--- src/inc/arlt_pkg.sv ---
package arlt_pkg;
   // ==========================================================
   // Register offsets (byte addresses, one word each).
   localparam logic [7:0] OFF_CTRL = 8'h00;
   localparam logic [7:0] OFF_RLL = 8'h04;
   localparam logic [7:0] OFF_RLH = 8'h08;
   localparam logic [7:0] OFF_CNTL = 8'h0C;
   localparam logic [7:0] OFF_CNTH = 8'h10;
   localparam logic [7:0] OFF_AUX = 8'h14;
   localparam logic [7:0] OFF_STAT = 8'h18;
   // ==========================================================
   // Control register field positions.
   localparam int CTL_HFLAG = 7;
   localparam int CTL_LFLAG = 6;
   localparam int CTL_LIEN = 5;
   localparam int CTL_CAPEN = 4;
   localparam int CTL_SPLIT = 3;
   localparam int CTL_RUN = 2;
   localparam int CTL_SRC_HI = 1;
   localparam int CTL_SRC_LO = 0;
   // Auxiliary register fields: interrupt enable and half selects.
   localparam int AUX_TIEN = 0;
   localparam int AUX_LSYS = 1;
   localparam int AUX_HSYS = 2;
   // Status register fields.
   localparam int STA_BUSY = 0;
   localparam int STA_SUSP = 1;
   // ==========================================================
   // Reset values and clock source encodings.
   localparam logic [7:0] CTRL_RST = 8'h00;
   localparam logic [7:0] BYTE_RST = 8'h00;
   localparam logic [2:0] AUX_RST = 3'h0;
   localparam logic [1:0] SRC_DIV12 = 2'h0;
   localparam logic [1:0] SRC_EXT8 = 2'h1;
   localparam logic [1:0] SRC_LFO = 2'h3;
   // ==========================================================
   // Divider counts and the wake synchronisation span in ticks.
   localparam logic [3:0] DIV_SYS = 4'hC;
   localparam logic [2:0] DIV_SLOW = 3'h7;
   localparam logic [1:0] SYNC_TICKS = 2'h3;
endpackage

--- src/hw/arlt_timer.sv ---
// Design decisions made here: the address map and the Wishbone register port.
`timescale 1ns/1ns
// Operation
// - Sixteen-bit count in two bytes; split bit gives two 8-bit timers.
// - Clocks: system clock, system clock/12, external/8, low-frequency/8.
// - Divided clocks synchronised to system clock in every mode, suspend included.
// - Timer counts during suspend only from external/8 or low-frequency/8; its overflow wakes the device.
// - After a foreign wake, sync-busy stays set up to three ticks.
// - 16-bit rollover reloads from reload bytes and sets high flag.
// - 16-bit mode interrupts on every full overflow when enabled.
// - 16-bit mode with low enable also interrupts on low rollover.
// - Split halves reload independently from their own reload byte.
// - In split mode run gates only the high half.
// - Half select one picks system clock; else the shared source field.
// - Split mode sets high or low flag on that half's rollover.
// - Split mode interrupts on high overflow; either half with low enable.
// - Hardware never clears the overflow flags; software does.
// - Capture copies count to reload bytes on oscillator falling edge.
// - Control bits sit at 7 down to 0, all reset to zero.
module arlt_timer (
   input wire logic clk_i,
   input wire logic rst_i,
   input wire logic cyc_i,
   input wire logic stb_i,
   input wire logic we_i,
   input wire logic [7:0] adr_i,
   input wire logic [3:0] sel_i,
   input wire logic [31:0] dat_i,
   output logic [31:0] dat_o,
   output logic ack_o,
   input wire logic ext_clk_i,
   input wire logic low_freq_osc_i,
   input wire logic suspend_i,
   input wire logic other_wake_i,
   output logic irq_o,
   output logic wake_o
);
   // ==========================================================
   // Pin synchronisers; stage one feeds stage two only.
   logic [3:0] s1_q;
   logic [3:0] s2_q;
   logic ext_prev_q;
   logic lfo_prev_q;
   logic susp_prev_q;
   always_ff @(posedge clk_i) begin
      if (rst_i) begin
         s1_q <= 4'h0;
         s2_q <= 4'h0;
         ext_prev_q <= 1'b0;
         lfo_prev_q <= 1'b0;
         susp_prev_q <= 1'b0;
      end else begin
         s1_q <= {other_wake_i, suspend_i, low_freq_osc_i, ext_clk_i};
         s2_q <= s1_q;
         ext_prev_q <= s2_q[0];
         lfo_prev_q <= s2_q[1];
         susp_prev_q <= s2_q[2];
      end
   end
   wire ext_rise = s2_q[0] & ~ext_prev_q;
   wire lfo_rise = s2_q[1] & ~lfo_prev_q;
   wire lfo_fall = ~s2_q[1] & lfo_prev_q;
   wire suspended = s2_q[2];
   wire wake_other = s2_q[3];

   // ==========================================================
   // Prescalers: each slow rate is a one-cycle enable pulse.
   logic [3:0] div12_q;
   logic [2:0] ext8_q;
   logic [2:0] lfo8_q;
   wire tick12 = (div12_q == arlt_pkg::DIV_SYS - 4'h1);
   wire tick_ext = ext_rise && (ext8_q == arlt_pkg::DIV_SLOW);
   wire tick_lfo = lfo_rise && (lfo8_q == arlt_pkg::DIV_SLOW);
   always_ff @(posedge clk_i) begin
      if (rst_i) begin
         div12_q <= 4'h0;
         ext8_q <= 3'h0;
         lfo8_q <= 3'h0;
      end else begin
         div12_q <= tick12 ? 4'h0 : div12_q + 4'h1;
         if (ext_rise) ext8_q <= ext8_q + 3'h1;
         if (lfo_rise) lfo8_q <= lfo8_q + 3'h1;
      end
   end

   // ==========================================================
   // Registers and tick selection.
   logic [7:0] ctrl_q;
   logic [7:0] rll_q;
   logic [7:0] rlh_q;
   logic [7:0] cntl_q;
   logic [7:0] cnth_q;
   logic [2:0] aux_q;
   logic [1:0] busy_cnt_q;
   wire [1:0] src = ctrl_q[arlt_pkg::CTL_SRC_HI:arlt_pkg::CTL_SRC_LO];
   wire split = ctrl_q[arlt_pkg::CTL_SPLIT];
   wire run = ctrl_q[arlt_pkg::CTL_RUN];
   wire capen = ctrl_q[arlt_pkg::CTL_CAPEN];
   wire lien = ctrl_q[arlt_pkg::CTL_LIEN];
   wire tien = aux_q[arlt_pkg::AUX_TIEN];
   // The divided clocks are edge-synchronised in every mode; in suspend
   // the system clock is assumed to keep the counter logic alive, so the
   // same synchronised tick stands in for the direct drive.
   wire slow_tick = (src == arlt_pkg::SRC_DIV12) ? tick12 :
      (src == arlt_pkg::SRC_EXT8) ? tick_ext :
      (src == arlt_pkg::SRC_LFO) ? tick_lfo : 1'b0;
   // Suspend gates the system-clock sources, so only external sources count.
   wire ext_src = (src == arlt_pkg::SRC_EXT8) || (src == arlt_pkg::SRC_LFO);
   wire slow_ok = suspended ? (slow_tick & ext_src) : slow_tick;
   wire tick_l = aux_q[arlt_pkg::AUX_LSYS] ? ~suspended : slow_ok;
   wire tick_h = split ? (aux_q[arlt_pkg::AUX_HSYS] ? ~suspended : slow_ok)
      : tick_l;
   // 16-bit mode counts as one; split mode runs the low half always.
   wire inc_l = split ? tick_l : (tick_l & run);
   wire inc_h = run & tick_h;
   wire ovf_l = inc_l && (cntl_q == 8'hFF);
   wire ovf_16 = !split && ovf_l && (cnth_q == 8'hFF);
   wire ovf_h = split ? (inc_h && (cnth_q == 8'hFF)) : ovf_16;
   wire cap_ev = capen & lfo_fall;

   // ==========================================================
   // Bus decode; one wait-free answer the cycle after the request.
   wire req = cyc_i & stb_i & ~ack_o;
   wire wr = req & we_i & sel_i[0];
   wire wr_ctrl = wr && (adr_i == arlt_pkg::OFF_CTRL);
   wire wr_rll = wr && (adr_i == arlt_pkg::OFF_RLL);
   wire wr_rlh = wr && (adr_i == arlt_pkg::OFF_RLH);
   wire wr_cntl = wr && (adr_i == arlt_pkg::OFF_CNTL);
   wire wr_cnth = wr && (adr_i == arlt_pkg::OFF_CNTH);
   wire wr_aux = wr && (adr_i == arlt_pkg::OFF_AUX);
   wire busy = (busy_cnt_q != 2'h0);
   wire [7:0] rd_mux = (adr_i == arlt_pkg::OFF_CTRL) ? ctrl_q :
      (adr_i == arlt_pkg::OFF_RLL) ? rll_q :
      (adr_i == arlt_pkg::OFF_RLH) ? rlh_q :
      (adr_i == arlt_pkg::OFF_CNTL) ? cntl_q :
      (adr_i == arlt_pkg::OFF_CNTH) ? cnth_q :
      (adr_i == arlt_pkg::OFF_AUX) ? {5'h00, aux_q} :
      (adr_i == arlt_pkg::OFF_STAT) ? {6'h00, suspended, busy} : 8'h00;
   always_ff @(posedge clk_i) begin
      if (rst_i) begin
         ack_o <= 1'b0;
         dat_o <= 32'h0000_0000;
      end else begin
         ack_o <= req;
         dat_o <= req ? {24'h000000, rd_mux} : 32'h0000_0000;
      end
   end

   // ==========================================================
   // Control: flags set by hardware win over a software clear.
   wire set_h = ovf_h | cap_ev;
   wire set_l = ovf_l;
   wire [7:0] ctrl_d = wr_ctrl ? dat_i[7:0] : ctrl_q;
   always_ff @(posedge clk_i) begin
      if (rst_i) begin
         ctrl_q <= arlt_pkg::CTRL_RST;
         aux_q <= arlt_pkg::AUX_RST;
      end else begin
         ctrl_q <= ctrl_d;
         if (set_h) ctrl_q[arlt_pkg::CTL_HFLAG] <= 1'b1;
         if (set_l) ctrl_q[arlt_pkg::CTL_LFLAG] <= 1'b1;
         if (wr_aux) aux_q <= dat_i[2:0];
      end
   end

   // ==========================================================
   // Counter halves and reload bytes; a write beats a tick.
   always_ff @(posedge clk_i) begin
      if (rst_i) begin
         cntl_q <= arlt_pkg::BYTE_RST;
         cnth_q <= arlt_pkg::BYTE_RST;
         rll_q <= arlt_pkg::BYTE_RST;
         rlh_q <= arlt_pkg::BYTE_RST;
      end else begin
         if (wr_cntl) cntl_q <= dat_i[7:0];
         else if (ovf_l && (split || ovf_16)) cntl_q <= rll_q;
         else if (inc_l) cntl_q <= cntl_q + 8'h01;
         if (wr_cnth) cnth_q <= dat_i[7:0];
         else if (ovf_h) cnth_q <= rlh_q;
         else if (!split && ovf_l) cnth_q <= cnth_q + 8'h01;
         else if (split && inc_h) cnth_q <= cnth_q + 8'h01;
         if (cap_ev) begin
            rll_q <= cntl_q;
            rlh_q <= cnth_q;
         end else begin
            if (wr_rll) rll_q <= dat_i[7:0];
            if (wr_rlh) rlh_q <= dat_i[7:0];
         end
      end
   end

   // ==========================================================
   // Wake, sync-busy and interrupt outputs.
   wire fast_tick = tick_l | tick_h;
   wire foreign_wake = susp_prev_q & ~suspended & wake_other;
   always_ff @(posedge clk_i) begin
      if (rst_i) begin
         busy_cnt_q <= 2'h0;
         wake_o <= 1'b0;
         irq_o <= 1'b0;
      end else begin
         if (foreign_wake) busy_cnt_q <= arlt_pkg::SYNC_TICKS;
         else if (busy && (fast_tick | slow_tick))
            busy_cnt_q <= busy_cnt_q - 2'h1;
         wake_o <= suspended & (ovf_h | ovf_l & split & lien);
         // 16-bit: full overflow, plus low byte with low enable.
         irq_o <= tien & (set_h | (lien & set_l));
      end
   end
endmodule

--- config.mk ---
export PLATFORM = sky130hd
export DESIGN_NAME = arlt_timer
export DESIGN_NICKNAME = d
export VERILOG_FILES = /design/src/inc/arlt_pkg.sv /design/src/hw/arlt_timer.sv
export SDC_FILE = /design/constraint.sdc
export NUM_CORES = 1
export LEC_CHECK = 0
export BUFFER_PORTS_ARGS = -buffer_cell sky130_fd_sc_hd__buf_2
export CORE_MARGIN = 2
export CORE_UTILIZATION = 50
export DETAILED_ROUTE_END_ITERATION = 16
export GPL_TIMING_DRIVEN = 0
export PLACE_DENSITY_LB_ADDON = 0.1
export SLEW_MARGIN = 20
export SYNTH_ARGS = -nofsm -noshare
export SYNTH_HDL_FRONTEND = slang
export SYNTH_SLANG_ARGS = --single-unit
--- constraint.sdc ---
create_clock -name clk_i -period 5.6 [get_ports clk_i]
set_input_delay 1.12 -clock clk_i [delete_from_list [all_inputs] [get_ports clk_i]]
set_output_delay 1.12 -clock clk_i [all_outputs]
set_load 0.03 [all_outputs]
---- After elaboration in Yosys (flattened, before gate mapping) ----
Index checks and enable logic that the tools add are counted.
word-level totals
  register bits ........................... 101
  input bits .............................. 53
  output and inout port bits .............. 35
  word-level logic and storage cells ...... 132
operators by class
  add/sub/neg operators ................... 6
  equal/unequal tests ..................... 13
  mux-type cells .......................... 32
  bitwise operators ....................... 29
  reductions and logical operators ........ 30
operators with widths
  operator             count
  $mux 8               17
  $eq 8x5->1 const B   3
  $and 1x1->1          18
  $add 8x1->8 const B  2
  $eq 8x4->1 const B   2
  $eq 8x8->1 const B   2
  $logic_and 1x1->1    15
  $reduce_bool 2->1    6
  $mux 1               11
  $eq 8x3->1 const B   1
  $logic_not 8->1      1
  $add 3x1->3 const B  2
  $eq 3x3->1 const B   2
  $mux 2               3
  $not 1->1            6
  $or 1x1->1           5
  $add 4x1->4 const B  1
  $eq 4x4->1 const B   1
  $reduce_bool 4->1    1
  $reduce_or 2->1      2
  $mux 3               1
  $reduce_bool 3->1    1
  $eq 2x1->1 const B   1
  $eq 2x2->1 const B   1
  other kinds (4)      5

---- Depth between registers and ports, before layout ----
Gate-level depths: netlist (run 1).
  depth in word-level cells ............... 18
  mapped depth ............................ 9
  mapped depth without buffers ............ 8

---- Worst setup path after synthesis (run 1) ----
OpenSTA, ideal clock, no wires.
  path kind ............................... input -> register
  from .................................... input port adr_i[5]
  to ...................................... register cnth_q[0]
  setup time .............................. 0.116 ns
  data arrival time ....................... 2.506 ns
  data required time ...................... 5.484 ns
  path slack .............................. 2.978 ns
  stages .................................. 5
  buffers on the path ..................... 0
  path through ............................ or4b_4 > nor4_4 > nor4_1 > a32o_1 > a41o_1
between the ends
  longest elaborated chain between the ends .. 3
  elaborated cells on any way between the ends .. 4
  classes of those cells .................. 1 x eq/ne; 1 x mux; 2 x reduce/logical
RTL lines
  item                                                          line               RTL
  from (decl)                                                   arlt_timer.sv:26   input wire logic [7:0] adr_i,
  $eq 8x5->1 *                                                  arlt_timer.sv:129  wire wr_cnth = wr && (adr_i == arlt_pkg::OFF_CNTH);
  $logic_and 1x1->1 *                                           arlt_timer.sv:129
  $reduce_bool 4->1 (no line) / $mux 8 (equally long branches)  --
  to (signal assigned)                                          arlt_timer.sv:171  cnth_q <= arlt_pkg::BYTE_RST;
  to (signal assigned)                                          arlt_timer.sv:178  if (wr_cnth) cnth_q <= dat_i[7:0];
  to (signal assigned)                                          arlt_timer.sv:179  else if (ovf_h) cnth_q <= rlh_q;
  to (decl)                                                     arlt_timer.sv:92   logic [7:0] cnth_q;
Every way passes the cells marked *; elsewhere a longest branch is shown, timed or not.
A chain may end at the register's enable or synchronous reset.

---- Final worst setup path (run 1) ----
  from .................................... input port adr_i[4]
  to ...................................... register rll_q[1]
between the ends
  longest elaborated chain between the ends .. 3
RTL lines
  item                         line               RTL
  $eq 8x3->1                   arlt_timer.sv:126  wire wr_rll = wr && (adr_i == arlt_pkg::OFF_RLL);
  $logic_and 1x1->1            arlt_timer.sv:126
  $reduce_bool 2->1 (no line)  --
  to (signal assigned)         arlt_timer.sv:172  rll_q <= arlt_pkg::BYTE_RST;
  to (signal assigned)         arlt_timer.sv:183  rll_q <= cntl_q;
  to (signal assigned)         arlt_timer.sv:186  if (wr_rll) rll_q <= dat_i[7:0];
  to (decl)                    arlt_timer.sv:89   logic [7:0] rll_q;
Every way passes these cells.

==> results.json, run 1 <==
{
  "path_class": "in -> reg",
  "vias_per_cell": 5.802,
  "max_slew_margin": 0.4578,
  "skew_ns": 0.01079,
  "arrival_ns": 3.17,
  "antenna_left": 0,
  "grt_pass1_wl_um": 17870,
  "yosys.area_share.adder": 0.02377,
  "synth_ff_type": "dfxtp_1",
  "yosysSeqAreaShare": 0.3660,
  "yosys-mux-area-fraction": 0.08675,
  "synth_top_family_by_area": "simple AND/OR/NAND/NOR gates",
  "initial_utilization": 0.5152,
  "cp-startpoint": "adr_i[4]",
  "die-height_um": 95.78,
  "syn_area_per_cell_um2": 8.666,
  "wl_per_cell_um": 17.16,
  "drcViolationCount": 0,
  "netlist_instances": 486,
  "worstReg2RegEnd": "rll_q[1]",
  "critPathLaunchType": "input pin",
  "end_kind": "register",
  "worstMarginPinSlew_ns": 0.8102,
  "slew_violations": 0,
  "cp_max_fo": 8,
  "r2r_setup_slack_ns": 3.27,
  "antenna_found_initial": 0,
  "area_growth_pct": 13.93,
  "rsz0062_at_grt": "no",
  "synth_seq_cells": 77,
  "top_usage_layer": "met2",
  "synth_area_leaders": "dfxtp_1, mux2i_1, buf_4",
  "dr_total_vias": 3858,
  "final_hold_viol_count": 0,
  "ir_worst_vdd_v": 0.0001417,
  "cts_buffer_depth": 2,
  "leakagePower_nw": 1.954,
  "nets": 617,
  "synth_edf_count": 0,
  "synthArstFlopShare": 0,
  "clkLatencyLatePin_ns": 0.35,
  "p_int_mw": 0.7878,
  "switching_share": 0.2600,
  "cts_root_buffer": "clkbuf_8",
  "clk_pin_slew_ns": 0.08,
  "grt-ovfl-total": 0,
  "wirelength_um": 11410,
  "ys_types": 71,
  "drv_cap": 0,
  "required_ns": 5.86,
  "grt_pass1_vias": 3471,
  "dp_hpwl_um": 8327,
  "grt_max_degree": 14,
  "rows": 33,
  "setup_viol": 0,
  "synth-simple-area-share": 0.2198,
  "fp.coreArea_mm2": 0.008175,
  "fin_crit_sh": 0.5200,
  "h-tree-depth": 3,
  "synth.largest_area_cell": "dfxtp_1",
  "clock_sinks": 77,
  "finalCriticalPeriod_ns": 2.912,
  "ios": 88,
  "grt_use_total": 0.2565,
  "postCtsSetupBuffers": 0,
  "finalSetupTns_ns": 0,
  "drtIter0Drc": 298,
  "dr.pass1.iters": 5,
  "p_clk_frac": 0.393,
  "layout_common_cells": "dfxtp_1, nor2_1, buf_2",
  "worstReg2RegStart": "ack_o",
  "p_sw_mw": 0.2768,
  "cts_buffers": 9,
  "cts_hold_buf": 0,
  "io_buffer_count": 36,
  "dieWidth_um": 95.78,
  "synth_top_area_frac": 0.3660,
  "p_comb_frac": 0.083,
  "use_met2": 0.4138,
  "power_density_mw_per_mm2": 221.9,
  "outcome": "completed",
  "cts_tree": "built",
  "critPathCapture": "rll_q[1]",
  "totalPowerFinal_mw": 1.065,
  "layout_commonest_cell": "dfxtp_1",
  "cts.repair.resized": 0,
  "gp_congestion": 0.9075,
  "synth-compound-area-share": 0.1872,
  "yosys_warnings": 0,
  "r2r_cells": 5,
  "grtUsageMet1": 0.3359,
  "post_route_cells_drive_above_1_share": 0.2018,
  "dieArea_mm2": 0.009173,
  "antenna_cells": 0,
  "grt.met3_usage": 0.04307,
  "synth_xor_area_frac": 0.01872,
  "seqPwrFrac": 0.524,
  "synth.cell_area_mm2": 0.004212,
  "max_freq_ghz": 0.3434,
  "hp-class": "reg -> reg",
  "min_path_cells": 1
}
-- cell families after synthesis --
family / after synthesis
AND/OR/NAND/NOR: 174
AO/OA/AOI/OAI: 115
flip-flops: 77
buffers and inverters: 66
multiplexers: 36
XOR/XNOR: 9
adder cells (fa/ha/maj): 8
other: 1
-- through the flow --
stage	cells	hold slack [ns]	utilization	cell area, um^2	setup WS [ns]
floorplan	509	0.4138	-	4298	2.978
global placement	650	0.4191	0.5638	4609	2.435
finish	665	0.4360	0.5869	4798	2.688
global route	665	0.4551	0.5869	4798	2.589
detailed placement	650	0.4204	0.5638	4609	2.391
CTS	665	0.4381	0.5869	4798	2.741
-- power by group through the flow --
stage	logic, mW	clock network [mW]	registers (mW)
after floorplan	0.0606	0	0.570
after global placement	0.0857	0	0.570
after detailed placement	0.0875	0	0.570
after CTS	0.0875	0.419	0.558
after global routing	0.0959	0.444	0.559
final	0.0884	0.419	0.557
-- worst min path at each step --
stage               slack [ns]    start       to
floorplan                 0.41  s1_q[0]  s2_q[0]
global placement          0.42  s1_q[1]  s2_q[1]
detailed placement        0.42  s1_q[3]  s2_q[3]
CTS                       0.44  s1_q[3]  s2_q[3]
global route              0.46  s1_q[3]  s2_q[3]
finish                    0.44  s1_q[3]  s2_q[3]
-- synthesized netlist by cell type, types with 4 or more instances --
cell and count:
and3_1 4, buf_4 30, a211oi_1 17, mux2i_1 32, nand4_1 6, buf_2 4
inv_1 12, clkbuf_1 14, nand2_1 39, a22oi_1 4, xnor2_1 5, nand3_1 16
o21ai_0 14, nor2b_1 14, nor3_1 6, a21oi_1 33, ha_1 8, a311oi_1 5
nand3b_1 4, nor2_1 54, mux2_2 4, dfxtp_1 77, a222oi_1 4, o211ai_1 14
xor2_1 4
-- sequential cells by signal, summed over array words and instances (netlist names) --
| register | count |
|---|---|
| ext8_q | 3 |
| ack_o | 1 |
| lfo8_q | 3 |
| irq_o | 1 |
| dat_o | 8 |
| rlh_q | 8 |
| cntl_q | 8 |
| cnth_q | 8 |
| div12_q | 4 |
| ext_prev_q | 1 |
| busy_cnt_q | 2 |
| rll_q | 8 |
| aux_q | 3 |
| s1_q | 4 |
| susp_prev_q | 1 |
| ctrl_q | 8 |
| wake_o | 1 |
| s2_q | 4 |
| lfo_prev_q | 1 |
-- final cells by class --
class | count | area, um^2
clock buffers | 9 | 123.9
multi-input cells | 366 | 2349
repair buffers | 36 | 180.2
clock inverters | 6 | 65.06
well taps | 105 | 131.4
plain buffers | 54 | 362.8
flip-flops and latches | 77 | 1541
inverters | 12 | 45.04
fillers | 747 | 3377
-- routing by layer --
metal / part of all wire / wire [um]
met1: 0.43 / 4885
met2: 0.47 / 5383
met3: 0.068 / 777
met4: 0.032 / 367
met5: 0 / 0
-- worst max-delay path, cell delays in order --
cell and delay, ns:
buf_2 0.11, nor4_2 0.52, nand3_1 0.26, nor2_1 0.31, nand2_1 0.37, mux2i_1 0.23, a211oi_1 0.25
No activity file was read; power rests on OpenSTA's default activity.
==> inputs of run 2 (changes only) <==
ABC_AREA = 1   (was unset)
clock period = 2.5 ns   (was 5.6 ns; I/O delays follow)
==> run 2 against run 1 <==
Net effect: via count is 5.0% higher; critical path type is now reg -> reg; power up 130%; cell count is 16% higher; clock-buffer cell count up 1; first-iteration DRC count grew 18%; combinational power rose by 120%; area after synthesis decreased by 0.56%; clock power is 130% higher.
==> results.json, run 2 <==
{
  "use_met2": 0.4742,
  "ir_worst_vdd_v": 0.0003210,
  "grt_use_total": 0.2859,
  "final_hold_viol_count": 0,
  "setup_viol": 0,
  "cts_hold_buf": 0,
  "cts_buffers": 9,
  "required_ns": 2.75,
  "dieWidth_um": 95.52,
  "die-height_um": 95.52,
  "drtIter0Drc": 351,
  "initial_utilization": 0.5122,
  "worstMarginPinSlew_ns": 0.6543,
  "yosys_warnings": 0,
  "yosysMostFrequentCell": "nand2_1",
  "clock_sinks": 77,
  "hp-class": "in -> reg",
  "layout_common_cells": "nand2_1, inv_1, dfxtp_1",
  "synth.largest_area_cell": "dfxtp_1",
  "io_buffer_count": 36,
  "dp_hpwl_um": 9379,
  "worstReg2RegStart": "lfo8_q[0]",
  "hold_slack_ns": 0.3430,
  "grtUsageMet1": 0.3735,
  "synth.cell_area_mm2": 0.004188,
  "critPathLaunchType": "register",
  "synth_ff_type": "dfxtp_1",
  "cts_tree": "built",
  "synthArstFlopShare": 0,
  "stdcell_count": 770,
  "outcome": "completed",
  "antenna_cells": 0,
  "grt-ovfl-total": 0,
  "drv_cap": 0,
  "synth_seq_cells": 77,
  "synth_top_area_frac": 0.3681,
  "dr_total_vias": 4049,
  "leakagePower_nw": 2.182,
  "num-fill-cells": 812,
  "syn_area_per_cell_um2": 7.098,
  "ys_types": 42,
  "fin_ws_ns": 0.2903,
  "antenna_found_initial": 0,
  "post-place-ws_ns": 0.2565,
  "end_kind": "register",
  "nets": 721,
  "cts_buffer_depth": 2,
  "postCtsSetupBuffers": 0,
  "post_route_cells_drive_above_1_share": 0.1774,
  "fin_util": 0.5863,
  "finalSetupTns_ns": 0,
  "grt_max_degree": 15,
  "top_usage_layer": "met2",
  "clkLatencyLatePin_ns": 0.35,
  "drcViolationCount": 0,
  "yosysSeqAreaShare": 0.3681,
  "area_growth_pct": 14.46,
  "cts.repair.resized": 0,
  "wl_per_cell_um": 15.62,
  "min_from": "rst_i",
  "slew_violations": 0,
  "cp_max_fo": 7,
  "netlist_instances": 590,
  "grt.met3_usage": 0.04427,
  "synth_edf_count": 0,
  "clk_pin_slew_ns": 0.08,
  "wirelength_um": 12020,
  "arrival_ns": 2.46,
  "rows": 33,
  "dieArea_mm2": 0.009123,
  "layout_commonest_cell": "nand2_1",
  "max_freq_ghz": 0.4525,
  "vias_per_cell": 5.258,
  "rsz0062_at_grt": "no",
  "totalPowerFinal_mw": 2.425,
  "gp_congestion": 0.9846,
  "fin_crit_sh": 0.8839,
  "fin_area_mm2": 0.004793,
  "synth_area_leaders": "dfxtp_1, nand2_1, inv_1",
  "grt_pass1_wl_um": 19380,
  "fp.coreArea_mm2": 0.008175,
  "power_density_mw_per_mm2": 505.9,
  "synth_common_cells": "nand2_1, dfxtp_1, inv_1, nor2_1, a21oi_1",
  "h-tree-depth": 3,
  "ios": 88,
  "dp.cells": 754,
  "dr.pass1.iters": 7,
  "path_class": "reg -> reg",
  "finalCriticalPeriod_ns": 2.210,
  "place_area_mm2": 0.004586,
  "grt_pass1_vias": 3726,
  "antenna_left": 0,
  "skew_ns": 0.01452,
  "cts_root_buffer": "clkbuf_8",
  "cp-startpoint": "lfo8_q[0]",
  "max_slew_margin": 0.5638
}
## run 2: cell count changes after synthesis, moves of 8 or more
cell / previous run / this run
inv_1: 12 / 77
nand2_1: 39 / 90
mux2i_1: 32 / 0
a21oi_1: 33 / 56
nand3_1: 16 / 37
a211oi_1: 17 / 0
o21ai_0: 14 / 30
nor2_1: 54 / 69
nor2b_1: 14 / 0
inv_2: 0 / 12
o211ai_1: 14 / 3
clkbuf_1: 14 / 6
o21ai_1: 1 / 9
xor2_1: 4 / 12
## run 2: layout make-up
class                   count  area [um^2]  share of cell area
plain buffers              36        247.7             0.05168
clock buffers              10        137.6             0.02871
clock inverters             6        70.07             0.01462
inverters                  91        341.6             0.07126
multi-input cells         409         2143              0.4471
flip-flops and latches     77         1541              0.3216
well taps                 105        131.4             0.02741
repair buffers             36        180.2             0.03759
## run 2: report_power, final
group	leakage, nW	internal (mW)	switching, mW
combinational	1.46	0.0612	0.135
clock	0.0951	0.493	0.485
sequential	0.623	1.24	0.00856
total	2.18	1.80	0.628
## run 2: worst paths after layout
path	to	slack [ns]	cells after the start
max	cntl_q[6]	0.29	14
min	susp_prev_q	0.34	2
max reg2reg	cntl_q[6]	0.29	14
min reg2reg	s2_q[2]	0.41	2
## run 2: worst max-delay path, cell delays in order (launching register included)
cell and delay [ns]:
dfxtp_1 0.32, ha_1 0.19, ha_1 0.17, nand2_1 0.06
inv_1 0.03, nand2_1 0.05, nand3_1 0.14, nand4_1 0.11
nand2_1 0.11, o21ai_1 0.22, nand2_1 0.27, o211ai_1 0.24
inv_1 0.05, o21ai_0 0.07, inv_1 0.06
## run 2: logic make-up (layout without fill, tap and decap cells)
family | after synthesis | after routing | synth area share
DFF | 77 | 77 | 0.3681
AOI/OAI and AO/OA | 122 | 122 | 0.1604
other | 1 | 24 | 0.0008955
buffers and inverters | 127 | 179 | 0.1407
and+or+nand+nor | 241 | 241 | 0.2767
xor gates and xnor gates | 14 | 14 | 0.02928
adders and majority gates | 8 | 8 | 0.02390
## run 2: routing by layer
| layer | part of all wire | vias to the layer above |
|---|---|---|
| met5 | 0 | - |
| met4 | 0.028 | 0 |
| met3 | 0.083 | 30 |
| met2 | 0.47 | 193 |
| met1 | 0.42 | 1805 |
| li1 | - | 2021 |
